$ cat config.mk
export PLATFORM = sky130hd
export DESIGN_NAME = rbs_sequencer
export DESIGN_NICKNAME = d
export VERILOG_FILES = /design/src/design/rbs_pkg.sv /design/src/design/rbs_sequencer.sv /design/src/design/rbs_cycle_timer.sv
export SDC_FILE = /design/constraint.sdc
export NUM_CORES = 1
export LEC_CHECK = 0
export ABC_CLOCK_PERIOD_IN_PS = 1900
export BUFFER_PORTS_ARGS = -buffer_cell sky130_fd_sc_hd__buf_2
export CAP_MARGIN = 0
export CELL_PAD_IN_SITES_DETAIL_PLACEMENT = 1
export CELL_PAD_IN_SITES_GLOBAL_PLACEMENT = 1
export CORE_ASPECT_RATIO = 0.8
export CORE_MARGIN = 5
export CORE_UTILIZATION = 30
export CTS_BUF_LIST = sky130_fd_sc_hd__clkbuf_16
export DETAILED_ROUTE_END_ITERATION = 12
export GPL_ROUTABILITY_DRIVEN = 0
export HOLD_SLACK_MARGIN = 0.06
export PLACE_DENSITY_LB_ADDON = 0.1
export SYNTH_ARGS = -nofsm -noshare
export SYNTH_HDL_FRONTEND = slang
export SYNTH_SLANG_ARGS = --single-unit
$ cat constraint.sdc
create_clock -name core_clk -period 1.9 [get_ports core_clk]
set_clock_uncertainty 0.1 [all_clocks]
set_input_delay 0.095 -clock core_clk [delete_from_list [all_inputs] [get_ports core_clk]]
set_output_delay 0.095 -clock core_clk [all_outputs]
set_load 0.02 [all_outputs]
$ cat src/design/rbs_pkg.sv
// shared constants for the reset and boot sequencer
package rbs_pkg;

    // core clock period
    localparam int CLK_PERIOD_NS = 20;

    // reset pulse widths and start-up delays, in their own units
    localparam int T_DIG_MIN_NS  = 100;   // shortest pulse that resets
    localparam int T_ANA_MIN_NS  = 10000; // analog reset beyond this width
    localparam int T_PLL_START_MS = 3;    // pll start-up after supply returns
    localparam int T_POR_DELAY_MS = 3;    // strap sense to boot at power-up

    // least times round up; analog must be strictly longer, so one more
    localparam int DIG_MIN_CYC = (T_DIG_MIN_NS + CLK_PERIOD_NS - 1) / CLK_PERIOD_NS;
    localparam int ANA_MIN_CYC = T_ANA_MIN_NS / CLK_PERIOD_NS + 1;
    localparam int PLL_START_CYC = (T_PLL_START_MS * 1000000) / CLK_PERIOD_NS;
    localparam int POR_DELAY_CYC = (T_POR_DELAY_MS * 1000000) / CLK_PERIOD_NS;

    // width of the delay counters
    localparam int TIMER_W = 18;

    // strap field positions
    localparam int STRAP_W        = 3;
    localparam int STRAP_CLK_LSB  = 0;
    localparam int STRAP_BOOT_BIT = 2;

    // clock source codes
    localparam logic [1:0] CLK_XTAL_12M = 2'h0;
    localparam logic [1:0] CLK_FS_8K    = 2'h1;
    localparam logic [1:0] CLK_FS_16K   = 2'h2;
    localparam logic [1:0] CLK_RSVD     = 2'h3;

    // host port: serial clock rising edges that mean spi
    localparam logic [1:0] SPI_EDGES = 2'h2;

    // sequencer states, one-hot
    typedef enum logic [8:0] {
        ST_SENSE  = 9'h001,
        ST_DELAY  = 9'h002,
        ST_LOADER = 9'h004,
        ST_FLASH  = 9'h008,
        ST_CFG    = 9'h010,
        ST_HOST   = 9'h020,
        ST_RUN    = 9'h040,
        ST_RESET  = 9'h080,
        ST_PLL    = 9'h100
    } rbs_state_e;

endpackage

$ cat src/design/rbs_sequencer.sv
`timescale 1ns/10ps

// How it works
// - 100ns to 10us low pulse: digital reset
// - low beyond 10us adds analog reset
// - analog reset turns off supply and pll
// - release restores supply, pll, waits 3ms
// - either reset reboots; analog waits clocks
// - straps sampled after both reset kinds
// - power-up: sense straps, boot 3ms later
// - supply control high enables, low disables
// - long reset forces supply control low
// - select high external, low internal regulator
// - internal mode: supply control drives fet
// - loader runs after reset, power-up, swap
// - sampled straps held in boot sense
// - auto loads from flash; else host
// - after flash load, defaults then execute
// - straps read zero unless pulled up
// - low strap bits choose clock source
// - third strap bit: host or flash boot
// - flash boot takes pin nine as select
// - strap pins free after sensing ends
// - pll locked: raise host event interrupt
// - two serial clock cycles select spi
module rbs_sequencer #(
    parameter int POR_DELAY_CYC = rbs_pkg::POR_DELAY_CYC,
    parameter int PLL_START_CYC = rbs_pkg::PLL_START_CYC
) (
    // clock and power-on reset
    input  wire logic       core_clk,
    input  wire logic       srst,
    // reset pin and supply strap
    input  wire logic       reset_n,
    input  wire logic       supply_source_select,
    // bootstrap pins
    input  wire logic [2:0] strap_in,
    // clock and loader status
    input  wire logic       pll_locked,
    input  wire logic       flash_load_done,
    input  wire logic       host_load_done,
    input  wire logic       fw_swap_req,
    // host side
    input  wire logic       host_event_ack,
    input  wire logic       host_sclk,
    // reset and power outputs
    output logic            device_reset,
    output logic            core_supply_control,
    output logic            regulator_internal,
    output logic            pll_enable,
    // strap results
    output logic [2:0]      boot_sense,
    output logic [1:0]      clock_source,
    output logic            clock_source_reserved,
    output logic            auto_boot,
    output logic            strap_pulldown_en,
    output logic            strap_pins_free,
    output logic            flash_chip_select_en,
    // boot control
    output logic            flash_load_start,
    output logic            cfg_default_load,
    output logic            host_load_wait,
    output logic            exec_enable,
    // host notification
    output logic            host_interrupt_n,
    output logic            host_port_spi
);

    rbs_pkg::rbs_state_e state;       // current sequencer state
    rbs_pkg::rbs_state_e next_state;  // state after this edge

    logic                        dig_q;       // pin low long enough to reset
    logic                        ana_q;       // pin low beyond analog width
    logic                        delay_run;   // start-up delay running
    logic                        delay_done;  // start-up delay expired
    logic [rbs_pkg::TIMER_W-1:0] delay_limit; // length of the running delay
    logic                        por;         // first boot since power-up
    logic                        analog;      // last reset was analog
    logic                        irq_pend;    // host event pending
    logic                        next_irq;
    logic                        irq_set;     // pll lock seen in loader
    logic                        sclk_prev;   // host clock, one cycle back
    logic                        sclk_rise;
    logic [1:0]                  sclk_cnt;    // host clock rising edges
    logic [1:0]                  next_sclk_cnt;
    logic                        power_off;   // analog reset in force
    logic                        pins_sensing;

    // pulse width measurement on the reset pin
    rbs_cycle_timer #(
        .WIDTH (rbs_pkg::TIMER_W)
    ) u_dig_timer (
        .core_clk (core_clk),
        .srst     (srst),
        .clear    (reset_n),
        .run      (!reset_n),
        .limit    (rbs_pkg::TIMER_W'(rbs_pkg::DIG_MIN_CYC)),
        .done     (dig_q)
    );

    rbs_cycle_timer #(
        .WIDTH (rbs_pkg::TIMER_W)
    ) u_ana_timer (
        .core_clk (core_clk),
        .srst     (srst),
        .clear    (reset_n),
        .run      (!reset_n),
        .limit    (rbs_pkg::TIMER_W'(rbs_pkg::ANA_MIN_CYC)),
        .done     (ana_q)
    );

    // one counter serves both start-up waits; never both at once
    assign delay_run   = (state == rbs_pkg::ST_DELAY) || (state == rbs_pkg::ST_PLL);
    assign delay_limit = (state == rbs_pkg::ST_PLL) ? rbs_pkg::TIMER_W'(PLL_START_CYC)
                                                    : rbs_pkg::TIMER_W'(POR_DELAY_CYC);

    rbs_cycle_timer #(
        .WIDTH (rbs_pkg::TIMER_W)
    ) u_delay_timer (
        .core_clk (core_clk),
        .srst     (srst),
        .clear    (!delay_run),
        .run      (delay_run),
        .limit    (delay_limit),
        .done     (delay_done)
    );

    assign power_off = ana_q && !reset_n;

    // pins stay inputs with pulls on until sensing completes
    assign pins_sensing = (next_state == rbs_pkg::ST_RESET) ||
                          (next_state == rbs_pkg::ST_PLL) ||
                          (next_state == rbs_pkg::ST_SENSE);

    // next state; a qualified reset pin overrides everything
    always_comb
    begin
        next_state = state;
        unique case (state)
            rbs_pkg::ST_SENSE:  next_state = por ? rbs_pkg::ST_DELAY : rbs_pkg::ST_LOADER;
            rbs_pkg::ST_DELAY:  if (delay_done) next_state = rbs_pkg::ST_LOADER;
            // wait for clocks, then pick source
            rbs_pkg::ST_LOADER:
                if (pll_locked)
                    next_state = auto_boot ? rbs_pkg::ST_FLASH : rbs_pkg::ST_HOST;
            rbs_pkg::ST_FLASH:  if (flash_load_done) next_state = rbs_pkg::ST_CFG;
            rbs_pkg::ST_CFG:    next_state = rbs_pkg::ST_RUN;
            rbs_pkg::ST_HOST:   if (host_load_done) next_state = rbs_pkg::ST_RUN;
            rbs_pkg::ST_RUN:    if (fw_swap_req) next_state = rbs_pkg::ST_HOST;
            // only analog goes through the pll wait
            rbs_pkg::ST_RESET:
                if (reset_n)
                    next_state = analog ? rbs_pkg::ST_PLL : rbs_pkg::ST_SENSE;
            rbs_pkg::ST_PLL:    if (delay_done) next_state = rbs_pkg::ST_SENSE;
            default:            next_state = rbs_pkg::ST_SENSE;
        endcase
        // short glitches never reach here; a pulse of exactly the
        // minimum width is already released when dig_q rises
        if (dig_q && (!reset_n || state != rbs_pkg::ST_RESET))
            next_state = rbs_pkg::ST_RESET;
    end

    // host event: set wins over the host's acknowledge
    assign irq_set  = (state == rbs_pkg::ST_LOADER) && pll_locked && reset_n;
    assign next_irq = (next_state == rbs_pkg::ST_RESET) ? 1'b0 :
                      irq_set ? 1'b1 :
                      host_event_ack ? 1'b0 : irq_pend;

    // serial clock edge count while the host may load
    assign sclk_rise     = host_sclk && !sclk_prev;
    assign next_sclk_cnt = (next_state == rbs_pkg::ST_RESET) ? 2'h0 :
                           (state == rbs_pkg::ST_HOST && sclk_rise &&
                            sclk_cnt != rbs_pkg::SPI_EDGES) ? sclk_cnt + 2'h1 : sclk_cnt;

    // state and bookkeeping flags
    always_ff @(posedge core_clk)
    begin
        if (srst)
        begin
            state     <= rbs_pkg::ST_SENSE;
            por       <= 1'b1;
            analog    <= 1'b0;
            irq_pend  <= 1'b0;
            sclk_prev <= 1'b0;
            sclk_cnt  <= 2'h0;
        end
        else
        begin
            state     <= next_state;
            por       <= por && (state != rbs_pkg::ST_DELAY || !delay_done) &&
                         (next_state != rbs_pkg::ST_RESET);
            // remember that this reset was analog
            analog    <= power_off || (analog && state != rbs_pkg::ST_SENSE);
            irq_pend  <= next_irq;
            sclk_prev <= host_sclk;
            sclk_cnt  <= next_sclk_cnt;
        end
    end

    // power outputs; supply and pll return on release
    always_ff @(posedge core_clk)
    begin
        if (srst)
        begin
            device_reset        <= 1'b1;
            core_supply_control <= 1'b1;
            regulator_internal  <= 1'b0;
            pll_enable          <= 1'b1;
        end
        else
        begin
            device_reset        <= (next_state == rbs_pkg::ST_RESET);
            core_supply_control <= !power_off;
            pll_enable          <= !power_off;
            // internal mode means the output drives the fet
            regulator_internal  <= !supply_source_select;
        end
    end

    // strap capture; held until the next sense state, flash select dropped on reset entry
    always_ff @(posedge core_clk)
    begin
        if (srst)
        begin
            boot_sense            <= 3'h0;
            clock_source          <= rbs_pkg::CLK_XTAL_12M;
            clock_source_reserved <= 1'b0;
            auto_boot             <= 1'b0;
            flash_chip_select_en  <= 1'b0;
        end
        else if (state == rbs_pkg::ST_SENSE)
        begin
            boot_sense            <= strap_in;
            // clock source from the low pair
            clock_source          <= strap_in[rbs_pkg::STRAP_CLK_LSB +: 2];
            clock_source_reserved <= strap_in[rbs_pkg::STRAP_CLK_LSB +: 2] == rbs_pkg::CLK_RSVD;
            // boot source; pin nine becomes flash select
            auto_boot             <= strap_in[rbs_pkg::STRAP_BOOT_BIT];
            flash_chip_select_en  <= strap_in[rbs_pkg::STRAP_BOOT_BIT];
        end
        else if (next_state == rbs_pkg::ST_RESET)
        begin
            flash_chip_select_en  <= 1'b0;
        end
    end

    // boot control and host outputs, all registered
    always_ff @(posedge core_clk)
    begin
        if (srst)
        begin
            strap_pulldown_en <= 1'b1;
            strap_pins_free   <= 1'b0;
            flash_load_start  <= 1'b0;
            cfg_default_load  <= 1'b0;
            host_load_wait    <= 1'b0;
            exec_enable       <= 1'b0;
            host_interrupt_n  <= 1'b1;
            host_port_spi     <= 1'b0;
        end
        else
        begin
            // pulls keep an open strap at zero
            strap_pulldown_en <= pins_sensing;
            strap_pins_free   <= !pins_sensing;
            flash_load_start  <= (state == rbs_pkg::ST_LOADER) &&
                                 (next_state == rbs_pkg::ST_FLASH);
            cfg_default_load  <= (next_state == rbs_pkg::ST_CFG);
            host_load_wait    <= (next_state == rbs_pkg::ST_HOST);
            exec_enable       <= (next_state == rbs_pkg::ST_RUN);
            host_interrupt_n  <= !next_irq;
            // spi once two clock cycles were seen
            host_port_spi     <= (next_sclk_cnt == rbs_pkg::SPI_EDGES);
        end
    end

    // checks next to the logic they guard
    dig_entry_a: assert property (
        @(posedge core_clk) disable iff (srst)
        (!reset_n)[*6] |=> device_reset)
        else $error("held reset pin did not reset the device");

    pulse_min_a: assert property (
        @(posedge core_clk) disable iff (srst)
        reset_n ##1 (!reset_n)[*5] ##1 reset_n |=> device_reset)
        else $error("minimum width reset pulse ignored");

    supply_off_a: assert property (
        @(posedge core_clk) disable iff (srst)
        (ana_q && !reset_n) |=> !core_supply_control)
        else $error("supply control stayed high in analog reset");

    pll_off_a: assert property (
        @(posedge core_clk) disable iff (srst)
        !core_supply_control |-> !pll_enable)
        else $error("pll left running with supply off");

    supply_back_a: assert property (
        @(posedge core_clk) disable iff (srst)
        (state == rbs_pkg::ST_RESET && reset_n && analog) |=>
        (core_supply_control && pll_enable && state == rbs_pkg::ST_PLL))
        else $error("supply or pll not restored on release");

    strap_take_a: assert property (
        @(posedge core_clk) disable iff (srst)
        (state == rbs_pkg::ST_SENSE) |=> (boot_sense == $past(strap_in)))
        else $error("boot sense does not match sampled straps");

    strap_hold_a: assert property (
        @(posedge core_clk) disable iff (srst)
        (state != rbs_pkg::ST_SENSE) |=> $stable(boot_sense))
        else $error("boot sense changed outside sensing");

    clk_decode_a: assert property (
        @(posedge core_clk) disable iff (srst)
        clock_source_reserved == (boot_sense[1:0] == rbs_pkg::CLK_RSVD))
        else $error("reserved clock code flag wrong");

    irq_event_a: assert property (
        @(posedge core_clk) disable iff (srst)
        irq_set |=> !host_interrupt_n)
        else $error("host not told after pll lock");

    flash_cs_a: assert property (
        @(posedge core_clk) disable iff (srst)
        (state == rbs_pkg::ST_FLASH) |-> (flash_chip_select_en && auto_boot))
        else $error("flash load without pin nine takeover");

    spi_pick_a: assert property (
        @(posedge core_clk) disable iff (srst)
        $rose(host_port_spi) |-> ($past(sclk_rise) && $past(state) == rbs_pkg::ST_HOST))
        else $error("spi chosen outside a host clock edge");

endmodule

$ cat src/design/rbs_cycle_timer.sv
`timescale 1ns/10ps

// counts cycles while run is high; done sticks once limit is reached
module rbs_cycle_timer #(
    parameter int WIDTH = 18
) (
    // clock and reset
    input  wire logic             core_clk,
    input  wire logic             srst,
    // control
    input  wire logic             clear,
    input  wire logic             run,
    input  wire logic [WIDTH-1:0] limit,
    // status
    output logic                  done
);

    logic [WIDTH-1:0] count;      // cycles seen so far
    logic             last_step;  // this step reaches the limit

    assign last_step = (count == (limit - 1'b1));

    // saturating count; clear has priority over run
    always_ff @(posedge core_clk)
    begin
        if (srst || clear)
        begin
            count <= '0;
            done  <= 1'b0;
        end
        else if (run && !done)
        begin
            count <= count + 1'b1;
            done  <= last_step;
        end
    end

endmodule

* Word level (Yosys, flattened, before mapping)
Cells that the tools add are included.
Operators by class: $add $sub $neg 4, $mul 0, div/mod/pow operators 0, $lt $le $gt $ge 0, equal/unequal tests 26, shift operators 0, muxes and demuxes 19, bitwise logic cells 0, reductions and logical operators 33
Operator list (number):
- 9-bit 2-to-1 mux | 9
- 9-bit one-hot mux with 9 select lines | 1
- 18-bit by 1-bit adder with 18-bit output (second input constant) | 3
- 18-bit equality test (second input constant) | 1
- 18-bit by 3-bit equality test with 1-bit output (second input constant) | 1
- 18-bit by 9-bit equality test with 1-bit output (second input constant) | 1
- 9-bit by 1-bit equality test with 1-bit output (second input constant) | 2
- 9-bit by 4-bit equality test with 1-bit output (second input constant) | 2
- 9-bit by 5-bit equality test with 1-bit output (second input constant) | 2
- 9-bit by 6-bit equality test with 1-bit output (second input constant) | 2
- 9-bit by 7-bit equality test with 1-bit output (second input constant) | 2
- 9-bit by 8-bit equality test with 1-bit output (second input constant) | 2
- 9-bit equality test (second input constant) | 2
- 9-bit by 8-bit != test with 1-bit output (second input constant) | 2
- 1-bit logical AND | 14
- 1-bit logical NOT | 10
- 9-bit by 2-bit equality test with 1-bit output (second input constant) | 1
- 9-bit by 3-bit equality test with 1-bit output (second input constant) | 1
- 9-bit by 1-bit != test with 1-bit output (second input constant) | 1
- 9-bit by 2-bit != test with 1-bit output (second input constant) | 1
- 1-bit logical OR | 8
- 6-bit 2-to-1 mux | 1
- 1-bit 2-to-1 mux | 5
- 2-bit equality test (second input constant) | 2
- other kinds (5) | 6
Word-level totals: register bits after elaboration 91, latch bits 0, memory bits (writable) 0, ROM bits 0, bits of input ports 13, memories 0

* Longest topological paths before layout
depth after elaboration 8, gate-level depth with buffers 8, mapped depth without buffers 6

* Hierarchy
Synthesis repeated with hierarchy kept, for this count alone.
Unflattened totals: cell total of the unflattened synthesis 777, area total of the unflattened synthesis 6183.4 sq um
Modules (own cells, without submodules):
- rbs_cycle_timer | times used 3, cells an instance 201, area each 1540.2 sq um, sequential area each 380.4 sq um
- rbs_sequencer | times used 1, cells an instance 174, area each 1562.7 sq um, sequential area each 620.6 sq um

* Worst setup path after synthesis
Ideal clock, no wire load.
path type reg2reg, from register state[5], to register por, library setup time 115 ps, data arrival time 1598 ps, data required time 1685 ps, slack 87 ps, cell stages (with the launch flop) 6, buffers on the path 1, period minus slack after synthesis 1813 ps, path through dfxtp_1 buf_6 nor4_4 nand2_1 or4b_1 a31o_1
On the way: word-level cells in the longest chain between the ends 6
Ends and longest elaborated chain:
- from (decl) | RTL line rbs_sequencer.sv:69 | rbs_pkg::rbs_state_e state;
- from (signal assigned) | RTL line rbs_sequencer.sv:180 | state <= rbs_pkg::ST_SENSE;
- from (signal assigned) | RTL line rbs_sequencer.sv:189 | state <= next_state;
- branches (longest 5 deep; another with 9-bit equality test)
- 1-bit logical AND * | RTL line rbs_sequencer.sv:190 | por <= por && (state != rbs_pkg::ST_DELAY || !delay_done) &&
- to (signal assigned) | RTL line rbs_sequencer.sv:190
- to (decl) | RTL line rbs_sequencer.sv:77 | logic por;
Every way passes the cells marked *. A chain may end at the register's enable or synchronous reset.

* Final worst setup path
from register state[6], to register por
The elaborated chain is that of the path after synthesis.

==> results.tsv <==
metric	value	unit
share of cells above drive strength 1	0.210	
Cell Chain, Critical Path	nor4_4 -> buf_4 -> nand2_1 -> or4b_4 -> a31o_1	
clock net sink count	88	
Vias	3361	
Arr. time, crit path	1.98	ns
met2 routed WL	4.66	mm
Clk Latency, worst-skew pair	0.35	ns
met3 wire length	347	um
average cell area after synthesis	8.63	sq um
commonest non-fill, non-tap cell in the layout	dfxtp_1	
Fillers	1593	
area grow syn2layout	24.8	%
crit-path max cell delay	0.54	ns
Pwr Total	4.56	mW
die height	114	um
Post-Synthesis Cell Area	4050	sq um
initial drt markers	147	
# rows	38	
min-delay worst type	primary input to flop	
Max Root-Sink Buffers	2	
slew margin rel.	0.691	
port bufs	32	
Buf/Inv on CP	1	
Slew @ Worst Pin	0.459	ns
CP required	2.04	ns
CTS Root Cell	clkbuf_16	
synthesized net count	488	
nets	551	
die area	15900	sq um
final number of hold-violating endpoints	0	
total gr overflow	0	
fmax	545	MHz
vias in the first global route	3550	
antenna cells	0	
Worst Setup Start Kind	flop	
core area	13400	sq um
IO Count	33	
global-route wire length before repair	18.0	mm
Layout Cells excl Fill	717	
Vias/cell	4.69	
1st-pass router iterations	4	
CTS tree	built	
Post-synth EDFFs	0	
Worst Setup End Kind	flop	
Crit Path Max Fanout	5	
Synth cell types	52	
Seq/Total Area, Yosys	0.436	
Tcrit/Tclk final	0.965	
Synth warnings	0	
CP max-delay cell	or4b_4	
ys async rst share	0	
Final Setup Violations	0	
static leakage	1.90	nW
DRC	0	
final core occ	0.376	
Synth Register Bits	88	
Setup CP Type	flop to flop	
CTS buffer count	9	
WL/cell	14.7	um
Metal-1 WL	5.45	mm
Initial Util	0.302	
Max-Cap Viols	0	
total detailed-routing wirelength	10.5	mm
ANT nets after route	0	
Crit path max-delay family	simple AND/OR/NAND/NOR gates	
largest net degree at the start of global routing	20	
worst vdd ir	0.000400	V
initial antenna violation count	0	
DR top layer	met4	
CTS H-Tree Depth	3	
placed insts	688	
status	finished, final reports clean	
fin. max-slew vios	0	
Final HPWL DP	7.57	mm
Die Span X	140	um
fin crit period	1.83	ns
power density over the cells	903	nW/um^2
most frequent cells in the layout	dfxtp_1 (83), nor2_1 (72), nand2_1 (39)	
cell count after synthesis	469	
Clock Pin Slew Worst Setup and Hold Paths	0.07	ns
Total GRT Usage	0.141	
dominant synthesized flop cell	dfxtp_1	
worst min-delay path, stage by stage:
cell      delay, ns
buf_2          0.10
nand4b_1       0.08
o21ai_0        0.09
nand4b_1       0.13
nor3_1         0.05
registers in the layout, summed over array words and instances, names as in the netlist, 2 cells and up:
signal and flops:
boot_sense 3, u_dig_timer.count 18, u_delay_timer.count 18, sclk_cnt 2, u_ana_timer.count 18, state 9
per-stage QoR:
step	hold WS, ns	TNS [ns]	setup WS [ns]	instance area, sq um
final	0.139	0	0.0664	5050
after global routing	0.174	-0.00807	-0.00807	5050
after CTS	0.131	0	0.0222	5000
after detailed placement	0.216	-0.146	-0.0435	4560
after global placement	0.219	0	0.0169	4560
after floorplan	0.0674	0	0.0867	4050
Yosys cell counts (2+ instances only):
cell       n  share of area
a21o_1     3         0.0056
nor2_2     4         0.0062
nor4b_1    3         0.0065
nand2_1   39          0.036
nor3b_1    2         0.0037
nand4_1   14          0.022
or2_2      2         0.0031
buf_2      8         0.0099
and2_1     3         0.0046
nor4_1    11          0.017
and3_1     7          0.011
or3_1      2         0.0031
nor4_4     2          0.011
o21ai_0    5         0.0062
nand2b_1   4         0.0062
nor2b_1   11          0.017
nor2_1    73          0.068
or4_1      3         0.0056
dfxtp_1   88           0.44
nor3_1     9          0.011
xor2_1    34          0.074
buf_4      5         0.0093
nand3_1   24          0.030
nand4b_1   6          0.013
a21oi_1   17          0.021
and4_1     7          0.015
and2_2     2         0.0037
mux2i_1    4         0.0099
inv_1     19          0.018
nor4bb_1   2         0.0049
xnor2_1   18          0.039
ha_1       6          0.019
o22ai_1    2         0.0031
clkbuf_1  12          0.011
final timing paths:
kind,from,to,slack (ns),cells past startpoint
worst max-delay path,state[6]$_SDFF_PP0_,por$_SDFF_PP1_,0.07,5
worst min-delay path,host_load_done,state[6]$_SDFF_PP0_,0.14,5
worst max register to register,state[6]$_SDFF_PP0_,por$_SDFF_PP1_,0.07,5
worst min register to register,clock_source_reserved$_SDFFE_PP0P_,clock_source_reserved$_SDFFE_PP0P_,0.35,2
power breakdown:
part / switching, mW / internal, mW / total, mW
clock network: 0.794 / 1.03 / 1.83
logic: 0.431 / 0.299 / 0.729
registers: 0.0794 / 1.92 / 2.00
total: 1.30 / 3.25 / 4.56
cell type report:
type,instances,area [sq um],share of cell area
Tap cell,180,225,0.0446
Multi-Input combinational cell,336,2130,0.423
Inverter,19,71.3,0.0141
Timing Repair Buffer,78,546,0.108
Clock inverter,7,77.6,0.0154
Clock buffer,9,225,0.0446
Sequential cell,88,1770,0.350
layer usage:
layer | vias to the layer above | GRT usage
met5 | - | 0
met4 | 0 | 0.0310
met3 | 7 | 0.0419
met2 | 37 | 0.215
met1 | 1600 | 0.197
li1 | 1717 | -
logic make-up (layout without fill, tap and decap cells):
| group | after synthesis | count (layout) | share of synthesized area |
|---|---|---|---|
| and+or+nand+nor | 237 | 237 | 0.317 |
| DFF | 88 | 88 | 0.436 |
| xor gates and xnor gates | 52 | 52 | 0.113 |
| buffers and inverters | 45 | 113 | 0.0507 |
| AOI/OAI and AO/OA | 37 | 37 | 0.0560 |
| adders and majority gates | 6 | 6 | 0.0186 |
| muxes | 4 | 4 | 0.00990 |
what timing repair did:
| item | in CTS | in global routing |
|---|---|---|
| buffers inserted | 2 | 0 |
| pin swaps | 1 | 1 |
| hold endpoints to repair | 13 | 0 |
| endpoints found under the setup margin | 6 | 22 |
| resized for setup | 2 | 15 |
| hold buffers | 11 | 0 |
Note: power is estimated with default switching activity, not from simulation.
